<file path="src/verilog/display_link_pkg.sv">
// shared constants and types for the display host link
package display_link_pkg;

   // ****************************************
   // clock and timing
   // ****************************************
   localparam int SYS_CLK_MHZ = 50;
   localparam int SYS_PERIOD_NS = 20;
   localparam int SCLK_CYCLE_MIN_NS = 250;
   // half serial clock period, rounded up to whole system cycles
   localparam int SCLK_HALF =
      (SCLK_CYCLE_MIN_NS / 2 + SYS_PERIOD_NS - 1) / SYS_PERIOD_NS;
   localparam int PANEL_SETTLE_MS = 100;
   // milliseconds to microseconds, then cycles per microsecond
   localparam int PANEL_SETTLE_CYCLES = PANEL_SETTLE_MS * 1000
      * SYS_CLK_MHZ;

   // ****************************************
   // link layout
   // ****************************************
   localparam int BUS_W = 8;
   localparam int SCLK_BIT = 0;
   localparam int SERIAL_IN_BIT = 1;
   localparam int I2C_OUT_BIT = 2;
   localparam logic [5:0] I2C_ADDR_HI = 6'h1e;
   localparam logic [7:0] HOST_BUS_OE = 8'hfb;
   localparam logic [7:0] BUS_ALL = 8'hff;

   // ****************************************
   // host register map
   // ****************************************
   localparam logic [11:0] REG_CTRL = 12'h000;
   localparam logic [11:0] REG_TXDATA = 12'h004;
   localparam logic [11:0] REG_STATUS = 12'h008;
   localparam int CTRL_RESET_BIT = 0;
   localparam int CTRL_LOGIC_BIT = 1;
   localparam int CTRL_PANEL_BIT = 2;
   localparam logic CTRL_RESET_INIT = 1'b1;
   localparam int TX_DC_BIT = 8;
   localparam int ST_EMPTY_BIT = 0;
   localparam int ST_BUSY_BIT = 1;
   localparam int ST_SETTLED_BIT = 2;
   localparam int ST_FULL_BIT = 3;
   localparam int FIFO_W = 9;
   localparam int FIFO_D = 4;

   // ****************************************
   // types
   // ****************************************
   typedef enum logic [1:0] {
      M_SPI = 2'b00,
      M_I2C = 2'b01,
      M_P68 = 2'b10,
      M_P80 = 2'b11
   } mode_t;

   typedef enum logic [2:0] {
      I_IDLE = 3'b000,
      I_ADDR = 3'b001,
      I_CTRL = 3'b010,
      I_DATA = 3'b011
   } i2c_t;

   typedef enum logic [1:0] {
      H_IDLE = 2'b00,
      H_SHIFT = 2'b01,
      H_END = 2'b10
   } spi_t;

   typedef struct packed {
      logic csN;
      logic dc;
      logic rw;
      logic enRd;
      logic bsLo;
      logic bsHi;
      logic [7:0] bus;
      logic rstN;
   } pins_t;

   function automatic mode_t busMode(input logic lo, input logic hi);
      busMode = mode_t'({hi, lo});
   endfunction

endpackage

</file>
<file path="src/verilog/display_link_if.sv">
// wires between the host end and the display controller end
`timescale 1ns/10ps
interface display_link_if;
   logic csN;
   logic dcSel;
   logic hwResetN;
   logic rwSel;
   logic enRd;
   logic [7:0] hostBusOut;
   logic [7:0] hostBusOe;
   logic [7:0] devBusOut;
   logic [7:0] devBusOe;
   logic [7:0] busLevel;

   // undriven lines float high; bit 1 also carries the joined data out line
   // bits 2 and 1 joined outside the controller for i2c [RL14]
   for (genvar i = 0; i < 8; i++) begin : g_bus
      logic hostLvl;
      logic devLvl;
      logic joinLvl;
      assign hostLvl = hostBusOe[i] ? hostBusOut[i] : 1'b1;
      assign devLvl = devBusOe[i] ? devBusOut[i] : 1'b1;
      if (i == 1) begin : g_join
         assign joinLvl = devBusOe[2] ? devBusOut[2] : 1'b1;
      end else begin : g_nojoin
         assign joinLvl = 1'b1;
      end
      assign busLevel[i] = hostLvl & devLvl & joinLvl;
   end

   modport host(
      output csN, dcSel, hwResetN, rwSel, enRd, hostBusOut, hostBusOe,
      input busLevel
   );
   modport device(
      input csN, dcSel, hwResetN, rwSel, enRd, busLevel,
      output devBusOut, devBusOe
   );
endinterface

</file>
<file path="src/verilog/byte_fifo.sv">
// small synchronous fifo with valid/ready on both sides
`timescale 1ns/10ps
module byte_fifo #(
   parameter int W = 9,
   parameter int D = 4
) (
   input wire logic sys_clk,
   input wire logic rst,
   input wire logic wrValid,
   output logic wrReady,
   input wire logic [W-1:0] wrData,
   output logic rdValid,
   input wire logic rdReady,
   output logic [W-1:0] rdData
);
   localparam int PW = $clog2(D);
   localparam int CW = $clog2(D + 1);

   typedef struct packed {
      logic [D-1:0][W-1:0] mem;
      logic [PW-1:0] wp;
      logic [PW-1:0] rp;
      logic [CW-1:0] count;
   } fifo_t;

   fifo_t r;
   fifo_t next_r;
   logic push;
   logic pop;

   assign wrReady = r.count != CW'(D);
   assign rdValid = r.count != '0;
   assign rdData = r.mem[r.rp];
   assign push = wrValid & wrReady;
   assign pop = rdValid & rdReady;

   always_comb begin
      next_r = r;
      if (push) begin
         next_r.mem[r.wp] = wrData;
         next_r.wp = (r.wp == PW'(D - 1)) ? '0 : PW'(r.wp + 1'b1);
      end
      if (pop) begin
         next_r.rp = (r.rp == PW'(D - 1)) ? '0 : PW'(r.rp + 1'b1);
      end
      if (push && !pop) begin
         next_r.count = CW'(r.count + 1'b1);
      end else if (pop && !push) begin
         next_r.count = CW'(r.count - 1'b1);
      end
   end

   always_ff @(posedge sys_clk) begin
      if (rst) begin
         r <= '0;
      end else begin
         r <= next_r;
      end
   end
endmodule

</file>
<file path="src/verilog/display_host_end.sv">
// host end: apb registers, tx fifo, 4-wire serial master, power sequencing
`timescale 1ns/10ps
module display_host_end
   import display_link_pkg::*;
#(
   parameter int SETTLE_CYCLES = PANEL_SETTLE_CYCLES
) (
   input wire logic sys_clk,
   input wire logic rst,
   input wire logic [11:0] paddr,
   input wire logic psel,
   input wire logic penable,
   input wire logic pwrite,
   input wire logic [31:0] pwdata,
   output logic [31:0] prdata,
   output logic pready,
   output logic pslverr,
   display_link_if.host link,
   output logic logicSupplyEn,
   output logic panelSupplyEn
);

   // ****************************************
   // state
   // ****************************************
   typedef struct packed {
      logic resetAssert;
      logic logicEn;
      logic panelEn;
      logic [22:0] timer;
      logic pready;
      logic pslverr;
      logic [31:0] prdata;
      spi_t spi;
      logic [3:0] div;
      logic [2:0] bitIdx;
      logic [7:0] shift;
      logic sclk;
      logic serial_in;
      logic csN;
      logic dc;
   } host_t;

   localparam host_t HOST_RESET = '{
      resetAssert: CTRL_RESET_INIT,
      spi: H_IDLE,
      csN: 1'b1,
      default: '0
   };

   host_t r;
   host_t next_r;
   logic access;
   logic txWrite;
   logic fifoReady;
   logic fifoValid;
   logic [FIFO_W-1:0] fifoData;
   logic popReady;

   assign access = psel & penable & ~r.pready;
   assign txWrite = access & pwrite & (paddr == REG_TXDATA);
   assign popReady = (r.spi == H_IDLE) & ~r.resetAssert;

   // full fifo stalls the apb write until a byte leaves
   byte_fifo #(
      .W(FIFO_W),
      .D(FIFO_D)
   ) u_fifo (
      .sys_clk(sys_clk),
      .rst(rst),
      .wrValid(txWrite),
      .wrReady(fifoReady),
      .wrData(pwdata[FIFO_W-1:0]),
      .rdValid(fifoValid),
      .rdReady(popReady),
      .rdData(fifoData)
   );

   assign prdata = r.prdata;
   assign pready = r.pready;
   assign pslverr = r.pslverr;
   assign logicSupplyEn = r.logicEn;
   assign panelSupplyEn = r.panelEn;
   assign link.csN = r.csN;
   assign link.dcSel = r.dc;
   assign link.hwResetN = ~r.resetAssert; // [RL3]
   assign link.rwSel = 1'b0; // [RL11]
   assign link.enRd = 1'b0; // [RL11]
   assign link.hostBusOut = {5'h00, 1'b0, r.serial_in, r.sclk}; // [RL13]
   assign link.hostBusOe = HOST_BUS_OE; // [RL15]

   // ****************************************
   // next state
   // ****************************************
   always_comb begin
      logic wantPanel;
      logic wantLogic;
      wantPanel = 1'b0;
      wantLogic = 1'b0;
      next_r = r;
      next_r.pready = 1'b0;
      next_r.pslverr = 1'b0;
      if (r.timer != '0) begin
         next_r.timer = r.timer - 23'h1;
      end

      if (access) begin
         next_r.pready = 1'b1;
         next_r.prdata = '0;
         case (paddr)
            REG_CTRL: begin
               if (pwrite) begin
                  // panel only on if logic was up before the write; logic stays up
                  // while panel was on before the write or still discharging [RL16] [RL17]
                  wantPanel = pwdata[CTRL_PANEL_BIT] & r.logicEn;
                  wantLogic = pwdata[CTRL_LOGIC_BIT] | r.panelEn
                     | (r.timer != '0);
                  next_r.resetAssert = pwdata[CTRL_RESET_BIT];
                  next_r.logicEn = wantLogic;
                  next_r.panelEn = wantPanel;
                  if (wantPanel != r.panelEn) begin
                     next_r.timer = 23'(SETTLE_CYCLES);
                  end
               end else begin
                  next_r.prdata[CTRL_RESET_BIT] = r.resetAssert;
                  next_r.prdata[CTRL_LOGIC_BIT] = r.logicEn;
                  next_r.prdata[CTRL_PANEL_BIT] = r.panelEn;
               end
            end
            REG_TXDATA: begin
               next_r.pready = ~pwrite | fifoReady;
            end
            REG_STATUS: begin
               next_r.prdata[ST_EMPTY_BIT] = ~fifoValid;
               next_r.prdata[ST_BUSY_BIT] = fifoValid | (r.spi != H_IDLE);
               next_r.prdata[ST_SETTLED_BIT] = (r.timer == '0);
               next_r.prdata[ST_FULL_BIT] = ~fifoReady;
            end
            default: begin
               next_r.pslverr = 1'b1;
            end
         endcase
      end

      // serial master: data changes while clock is low, msb first
      case (r.spi)
         H_IDLE: begin
            if (fifoValid && popReady) begin
               next_r.spi = H_SHIFT;
               next_r.csN = 1'b0; // [RL1]
               next_r.dc = fifoData[TX_DC_BIT]; // [RL4]
               next_r.shift = fifoData[7:0];
               next_r.serial_in = fifoData[7]; // [RL19]
               next_r.sclk = 1'b0;
               next_r.bitIdx = '0;
               next_r.div = 4'(SCLK_HALF - 1);
            end
         end
         H_SHIFT: begin
            if (r.div != '0) begin
               next_r.div = r.div - 4'h1;
            end else begin
               next_r.div = 4'(SCLK_HALF - 1);
               if (!r.sclk) begin
                  next_r.sclk = 1'b1;
               end else begin
                  next_r.sclk = 1'b0;
                  if (r.bitIdx == 3'h7) begin
                     next_r.spi = H_END;
                  end else begin
                     next_r.bitIdx = r.bitIdx + 3'h1;
                     next_r.shift = {r.shift[6:0], 1'b0};
                     next_r.serial_in = r.shift[6];
                  end
               end
            end
         end
         H_END: begin
            // half a period of chip select hold after the last edge
            if (r.div != '0) begin
               next_r.div = r.div - 4'h1;
            end else begin
               next_r.csN = 1'b1;
               next_r.spi = H_IDLE;
            end
         end
         default: begin
            next_r.spi = H_IDLE;
            next_r.csN = 1'b1;
         end
      endcase
   end

   // ****************************************
   // registers
   // ****************************************
   always_ff @(posedge sys_clk) begin
      if (rst) begin
         r <= HOST_RESET;
      end else begin
         r <= next_r;
      end
   end

endmodule

</file>
<file path="src/flat_wrapper.sv">
// flat-port wrapper written by rule: the top's interface ports become plain ports
module display_host_end_flat import display_link_pkg::*;
#(
   parameter int SETTLE_CYCLES = PANEL_SETTLE_CYCLES
)
  (sys_clk, rst, paddr, psel, penable, pwrite, pwdata, prdata, pready, pslverr, logicSupplyEn, panelSupplyEn, link_csN, link_dcSel, link_hwResetN, link_rwSel, link_enRd, link_hostBusOut, link_hostBusOe);
  display_link_if link_i ();
  input wire logic sys_clk;
  input wire logic rst;
  input wire logic [11:0] paddr;
  input wire logic psel;
  input wire logic penable;
  input wire logic pwrite;
  input wire logic [31:0] pwdata;
  output logic [31:0] prdata;
  output logic pready;
  output logic pslverr;
  output logic logicSupplyEn;
  output logic panelSupplyEn;
  output wire logic [$bits(link_i.csN)-1:0] link_csN;
  output wire logic [$bits(link_i.dcSel)-1:0] link_dcSel;
  output wire logic [$bits(link_i.hwResetN)-1:0] link_hwResetN;
  output wire logic [$bits(link_i.rwSel)-1:0] link_rwSel;
  output wire logic [$bits(link_i.enRd)-1:0] link_enRd;
  output wire logic [$bits(link_i.hostBusOut)-1:0] link_hostBusOut;
  output wire logic [$bits(link_i.hostBusOe)-1:0] link_hostBusOe;
  assign link_csN = link_i.csN;
  assign link_dcSel = link_i.dcSel;
  assign link_hwResetN = link_i.hwResetN;
  assign link_rwSel = link_i.rwSel;
  assign link_enRd = link_i.enRd;
  assign link_hostBusOut = {>>{link_i.hostBusOut}};
  assign link_hostBusOe = {>>{link_i.hostBusOe}};
  display_host_end #(.SETTLE_CYCLES(SETTLE_CYCLES)) u_core (.sys_clk(sys_clk), .rst(rst), .paddr(paddr), .psel(psel), .penable(penable), .pwrite(pwrite), .pwdata(pwdata), .prdata(prdata), .pready(pready), .pslverr(pslverr), .link(link_i), .logicSupplyEn(logicSupplyEn), .panelSupplyEn(panelSupplyEn));
endmodule
</file>
<file path="config.mk">
export PLATFORM = sky130hd
export DESIGN_NAME = display_host_end_flat
export DESIGN_NICKNAME = d
export VERILOG_FILES = /design/src/verilog/display_link_pkg.sv /design/src/verilog/display_link_if.sv /design/src/verilog/byte_fifo.sv /design/src/verilog/display_host_end.sv /design/src/flat_wrapper.sv
export SDC_FILE = /design/constraint.sdc
export NUM_CORES = 1
export LEC_CHECK = 0
export BUFFER_PORTS_ARGS = -buffer_cell sky130_fd_sc_hd__buf_2
export CAP_MARGIN = 20
export CORE_MARGIN = 2
export CORE_UTILIZATION = 59
export DETAILED_ROUTE_END_ITERATION = 7
export PLACE_DENSITY_LB_ADDON = 0.2
export SETUP_SLACK_MARGIN = 0.4
export SYNTH_ARGS = -nofsm -noshare
export SYNTH_HDL_FRONTEND = slang
export SYNTH_SLANG_ARGS = --single-unit
</file>
<file path="constraint.sdc">
create_clock -name sys_clk -period 7.3 [get_ports sys_clk]
set_input_delay 0.365 -clock sys_clk [delete_from_list [all_inputs] [get_ports sys_clk]]
set_output_delay 0.365 -clock sys_clk [all_outputs]
set_load 0.005 [all_outputs]
</file>
Word-level counts from Yosys, hierarchy flattened
Index checks and enable logic that the tools add are counted.
{"block": "op_classes", "bitwise_logic": 19, "n_mux": 37, "n_reduce_logical": 25, "addsub": 7, "eq_ne": 16, "n_lt_le_gt_ge": 3}
{"operator": "two-way mux 23 bit", "count": 4}
{"operator": "two-way mux 57 bit", "count": 1}
{"operator": "bitwise mux 36 bit", "count": 1}
{"operator": "one-hot mux 13 bit (2 select lines)", "count": 1}
{"operator": "zero test 23 bit", "count": 1}
{"operator": "nonzero test 23 bit", "count": 1}
{"operator": "subtractor 23 x 1 -> 23 bit (second input constant)", "count": 1}
{"operator": "two-way mux 11 bit", "count": 2}
{"operator": "two-way mux 21 bit", "count": 1}
{"operator": "binary-select mux 9 bit (select 2 bit)", "count": 1}
{"operator": "demux 9 bit (select 2 bit)", "count": 1}
{"operator": "two-way mux 9 bit", "count": 2}
{"operator": "two-way mux 13 bit", "count": 1}
{"operator": "equality test 12 x 3 -> 1 bit (second input constant)", "count": 1}
{"operator": "equality test 12 x 4 -> 1 bit (second input constant)", "count": 1}
{"operator": "zero test 12 bit", "count": 1}
{"operator": "two-way mux 2 bit", "count": 6}
{"operator": "one-hot mux 4 bit (3 select lines)", "count": 1}
{"operator": "AND reduction 3 bit", "count": 4}
{"operator": "AND reduction 5 bit", "count": 2}
{"operator": "two-way mux 3 bit", "count": 3}
{"operator": "AND 1 bit", "count": 8}
{"operator": "two-way mux 4 bit", "count": 2}
{"operator": "inequality test 2 bit (second input constant)", "count": 4}
{"operator": "other kinds (27)", "count": 56}
{"block": "word_totals", "out_inout_bits": 57, "wordCells": 129, "input_bits": 49, "regBits": 95}

Depth between registers and ports, before layout
{"block": "logic_depth", "word_depth": 9, "depth_mapped": 10, "depth_no_buf": 10}

Modules after synthesis
From an unflattened synthesis, not the netlist that was laid out.
{"block": "hier_totals", "hier_cells": 552, "hier_area_um2": 5172.5}
{"mod": "display_host_end", "cells_each": 367, "seq_area_each_um2": 1041.0, "n_inst": 1, "area_per_inst_um2": 3099.2}
{"mod": "byte_fifo", "cells_each": 184, "seq_area_each_um2": 860.8, "n_inst": 1, "area_per_inst_um2": 2069.5}
{"mod": "display_host_end_flat", "cells_each": 1, "seq_area_each_um2": 0.0, "n_inst": 1, "area_per_inst_um2": 3.8}

Least setup slack after synthesis
Ideal clock, no wire load.
{"block": "synth_timing", "path_type": "input-to-reg", "startpoint": "input port paddr[1]", "endpoint": "register u_core.u_fifo.r[2] in the netlist's numbering", "arrival_ns": 2.532, "path_buffers": 0, "path_stages": 10, "setup_slack_ns": 4.697, "t_required_ns": 7.230, "setup_time_ns": 0.070, "cell_sequence": "nor4_1 -> and2_1 -> nand2_1 -> nor4_1 -> ha_1 -> inv_1 -> fa_1 -> xor2_1 -> or3_1 -> a21oi_1"}
{"block": "synth_via", "elab_chain_len": 6, "elab_cells_between_ends": 8, "cone_classes": "1 x eq/ne; 1 x mux; 2 x bitwise; 4 x reduce/logical"}
{"element": "start, declared", "line_no": "flat_wrapper.sv:10", "rtl": "input wire logic [11:0] paddr;"}
{"element": "equality test 12 x 3 -> 1 bit *", "line_no": "display_host_end.sv:61", "rtl": "assign txWrite = access & pwrite & (paddr == REG_TXDATA);"}
{"element": "AND 1 bit *", "line_no": "display_host_end.sv:61"}
{"element": "AND 1 bit *", "line_no": "byte_fifo.sv:34", "rtl": "assign push = wrValid & wrReady;"}
{"element": "named net u_core.u_fifo.push", "line_no": "byte_fifo.sv:28", "rtl": "logic push;"}
{"element": "zero test 1 bit", "line_no": "byte_fifo.sv:48", "rtl": "end else if (pop && !push) begin"}
{"element": "logical AND 1 bit", "line_no": "byte_fifo.sv:48"}
{"element": "nonzero test 2 bit (no source line)"}
{"element": "end signal, assigned", "line_no": "byte_fifo.sv:57", "rtl": "r <= next_r;"}
{"element": "end, declared", "line_no": "byte_fifo.sv:26", "rtl": "fifo_t r;"}
Mark *: on every way through the listed nets, which the timed path passes. The rest lies on a longest branch.
A chain may end at the register's enable or synchronous reset.

Worst setup path after layout
Same ends and word-level chain as after synthesis.

==> run metrics <==
Overflow after GRT=0; final hold viol count=0; die width=approximately 96 µm; global routing usage on met2=approximately a third; static leakage=approximately 2.0 nW; Remaining DRCs=0; Synth cell types=60; Final Critical Period=roughly 2.8 ns; Core ar.=8180 µm²; row count=33; Hold Crit Depth=3; vias per cell=approximately 5.6; Tcrit/Tclk final=38.2%; Worst Hold Launch=pwdata[6]; WHS Endpoint=u_core.u_fifo.r[40]; GRT Resource Usage Total=21.4%; CTS Hold Bufs=0; htree depth=3; Crit Path Max Fanout=4; clk slew on worst S/H paths=about 0.09 ns; wire per inst=roughly 14 µm; synthesized flop and latch total=95; share of cells above drive strength 1=14.0%; Placed Cells=666; Net count, final=638; Post-synth ARST share=0%; Pwr Total=1.41 mW; crit end category=flip-flop; post-synthesis cell area=approximately 4900 µm²; Cells after Synth=550; Max Clock Freq=0.359 GHz; vias after detailed routing=3811; Internal Pwr Total=906 µW; Ys Warns=0; Setup CP Type=primary input to flip-flop; GR Layer Usage met1=between 20% and 30%; Most Used Layer, Global Route=met2; status=finished clean; Net Sw Power=501 µW; initial core utilization=60.5%; Final Cell Area=5180 µm²; final setup fails=0; part of the power in combinational logic=31.2%; sw frac=35.6%; clk sinks=95; slew margin rel.=40.6%; RD Place Congestion=0.769; Critical R2R Launch=u_core.r[19]; die area=between 9000 and 10000 µm²; R2R Setup Slk=4.75 ns; RSZ-0062 raised after global routing=false; Top FF cell, synth=dfxtp_1; Pre-antenna DRT Iters=4; clock buffer depth=2; EDFF count, synth=0; layout filler cell count=720; post-CTS sizing=0; clk root buf=clkbuf_8; Iter 0 DRT Violations=178; Syn-to-layout area delta=4.76%; Non-Filler Instances=slightly below 700; Setup Buffers After CTS=0; Clock Power Share=roughly a quarter; reg2reg end=u_core.u_fifo.r[2]; clock skew=0.00969 ns; met3 track demand over resource=approximately 3.2%; DP HPWL=between 6 and 7 mm; IO Pins=106; largest net degree at the start of global routing=80; worst hold path type=primary input to flip-flop; placed cell areas=4980 µm²; total CTS buffers=9; CP Data Arrival Time=3.07 ns; Worst Reg2Reg Path Length in Cells=9; most common cell after layout, fill and taps aside=dfxtp_1; Slew @ Worst Pin=0.887 ns; # diodes=0; Mean Syn Cell Area=8.99 µm²; max-cap viol count=0; sequential share of the synthesized area=38.5%; PwrDens=272 nW/µm²; critical path required time=approximately 7.6 ns; WL final=9.54 mm; Slew Limit Fails=0; CTS tree=yes; vias in the first global route=3407; IO Port Bufs=38; commonest non-fill, non-tap cells in the layout=dfxtp_1, nor2_1, conb_1; startpoint types=primary input; Chip Height=95.5 µm; hold slack=0.292 ns; Reg power frac=~44%; clock latency on the worst-skew pair=0.36 ns; Setup TNS Final=0 ns; first-pass GRT wire length=roughly 16 mm; initial antenna violation count=0; Worst IR Drop VDD=0.147 mV; post-route ant nets=0
==> sequential cells by signal (all words and copies together), names as in the netlist <==
register,flops
u_core.panelSupplyEn,1
u_core.u_fifo.r,43
u_core.pslverr,1
u_core.link.hostBusOut,2
u_core.link.dcSel,1
u_core.prdata,4
u_core.logicSupplyEn,1
u_core.link.csN,1
u_core.r,40
u_core.pready,1
==> cell families after synthesis <==
logic type / Yosys count / synth area share, %
simple gates: 190 / 18.9
flops: 95 / 38.5
buf+inv: 94 / 11.3
compound gates: 90 / 12.3
mux: 48 / 12.0
fa+ha+maj: 17 / 4.45
xor+xnor: 14 / 2.48
other cells: 2 / 0.152
==> final cells by class <==
cell class | instances | area [µm²] | share of cell area (%)
Clock inverter | 7 | 73.8 | 1.43
Timing Repair Buffer | 44 | 235 | 4.54
Sequential cell | 95 | 1900 | 36.7
Clock buffer | 9 | 124 | 2.39
Multi-Input combinational cell | 403 | 2640 | 51.0
Tap cell | 105 | 131 | 2.54
Inverter | 19 | 71.3 | 1.38
==> power groups by stage <==
stage	sequential, mW	clock (mW)	combinational (mW)
floorplan	0.622	0	0.374
global placement	0.630	0	0.423
detailed placement	0.634	0	0.436
CTS	0.623	0.355	0.437
global route	0.632	0.374	0.495
finish	0.623	0.345	0.439
==> per-stage QoR <==
step | setup WS [ns] | util, %
6_report | 4.51 | 63.4
3_5_place_dp | 4.18 | 60.9
3_3_place_gp | 4.38 | 60.9
2_1_floorplan | 4.70 | -
4_1_cts | 4.55 | 63.4
5_1_grt | 4.35 | 63.4
==> cell usage after synthesis (12+ instances only) <==
cell type  count  share of area, %
dfxtp_1       95                38
nor2_1        79               6.0
buf_4         54               8.2
mux2i_1       39               7.9
nor3_1        26               2.6
a21oi_1       25               2.5
nand2_1       24               1.8
inv_1         19               1.4
clkbuf_1      18               1.4
ha_1          16               4.0
nand3_1       13               1.3
o21ai_0       12               1.2
==> per-layer routing <==
layer	share of wire [%]	vias up
met3	5.1	11
met4	1.4	0
met2	47	109
li1	-	1892
met1	47	1799
met5	0	-
==> worst max-delay path, cell delays in order <==
cell	delay (ns)
buf_2	0.10
nor4_1	0.50
and2_1	0.27
nand2_1	0.07
nor4_1	0.42
ha_1	0.27
inv_1	0.07
fa_1	0.38
xor2_1	0.18
or3_1	0.31
a21oi_1	0.13
==> worst max path at each step <==
stage                  start                 end  slack [ns]  cells after the start
floorplan           paddr[1]  u_core.u_fifo.r[2]        4.70                     10
global placement    paddr[1]  u_core.u_fifo.r[2]        4.38                     11
detailed placement  paddr[1]  u_core.u_fifo.r[2]        4.18                     11
CTS                 paddr[1]  u_core.u_fifo.r[2]        4.55                     11
global route        paddr[1]  u_core.u_fifo.r[2]        4.35                     11
finish              paddr[1]  u_core.u_fifo.r[2]        4.51                     11
Power figures use the tool's default switching activity.
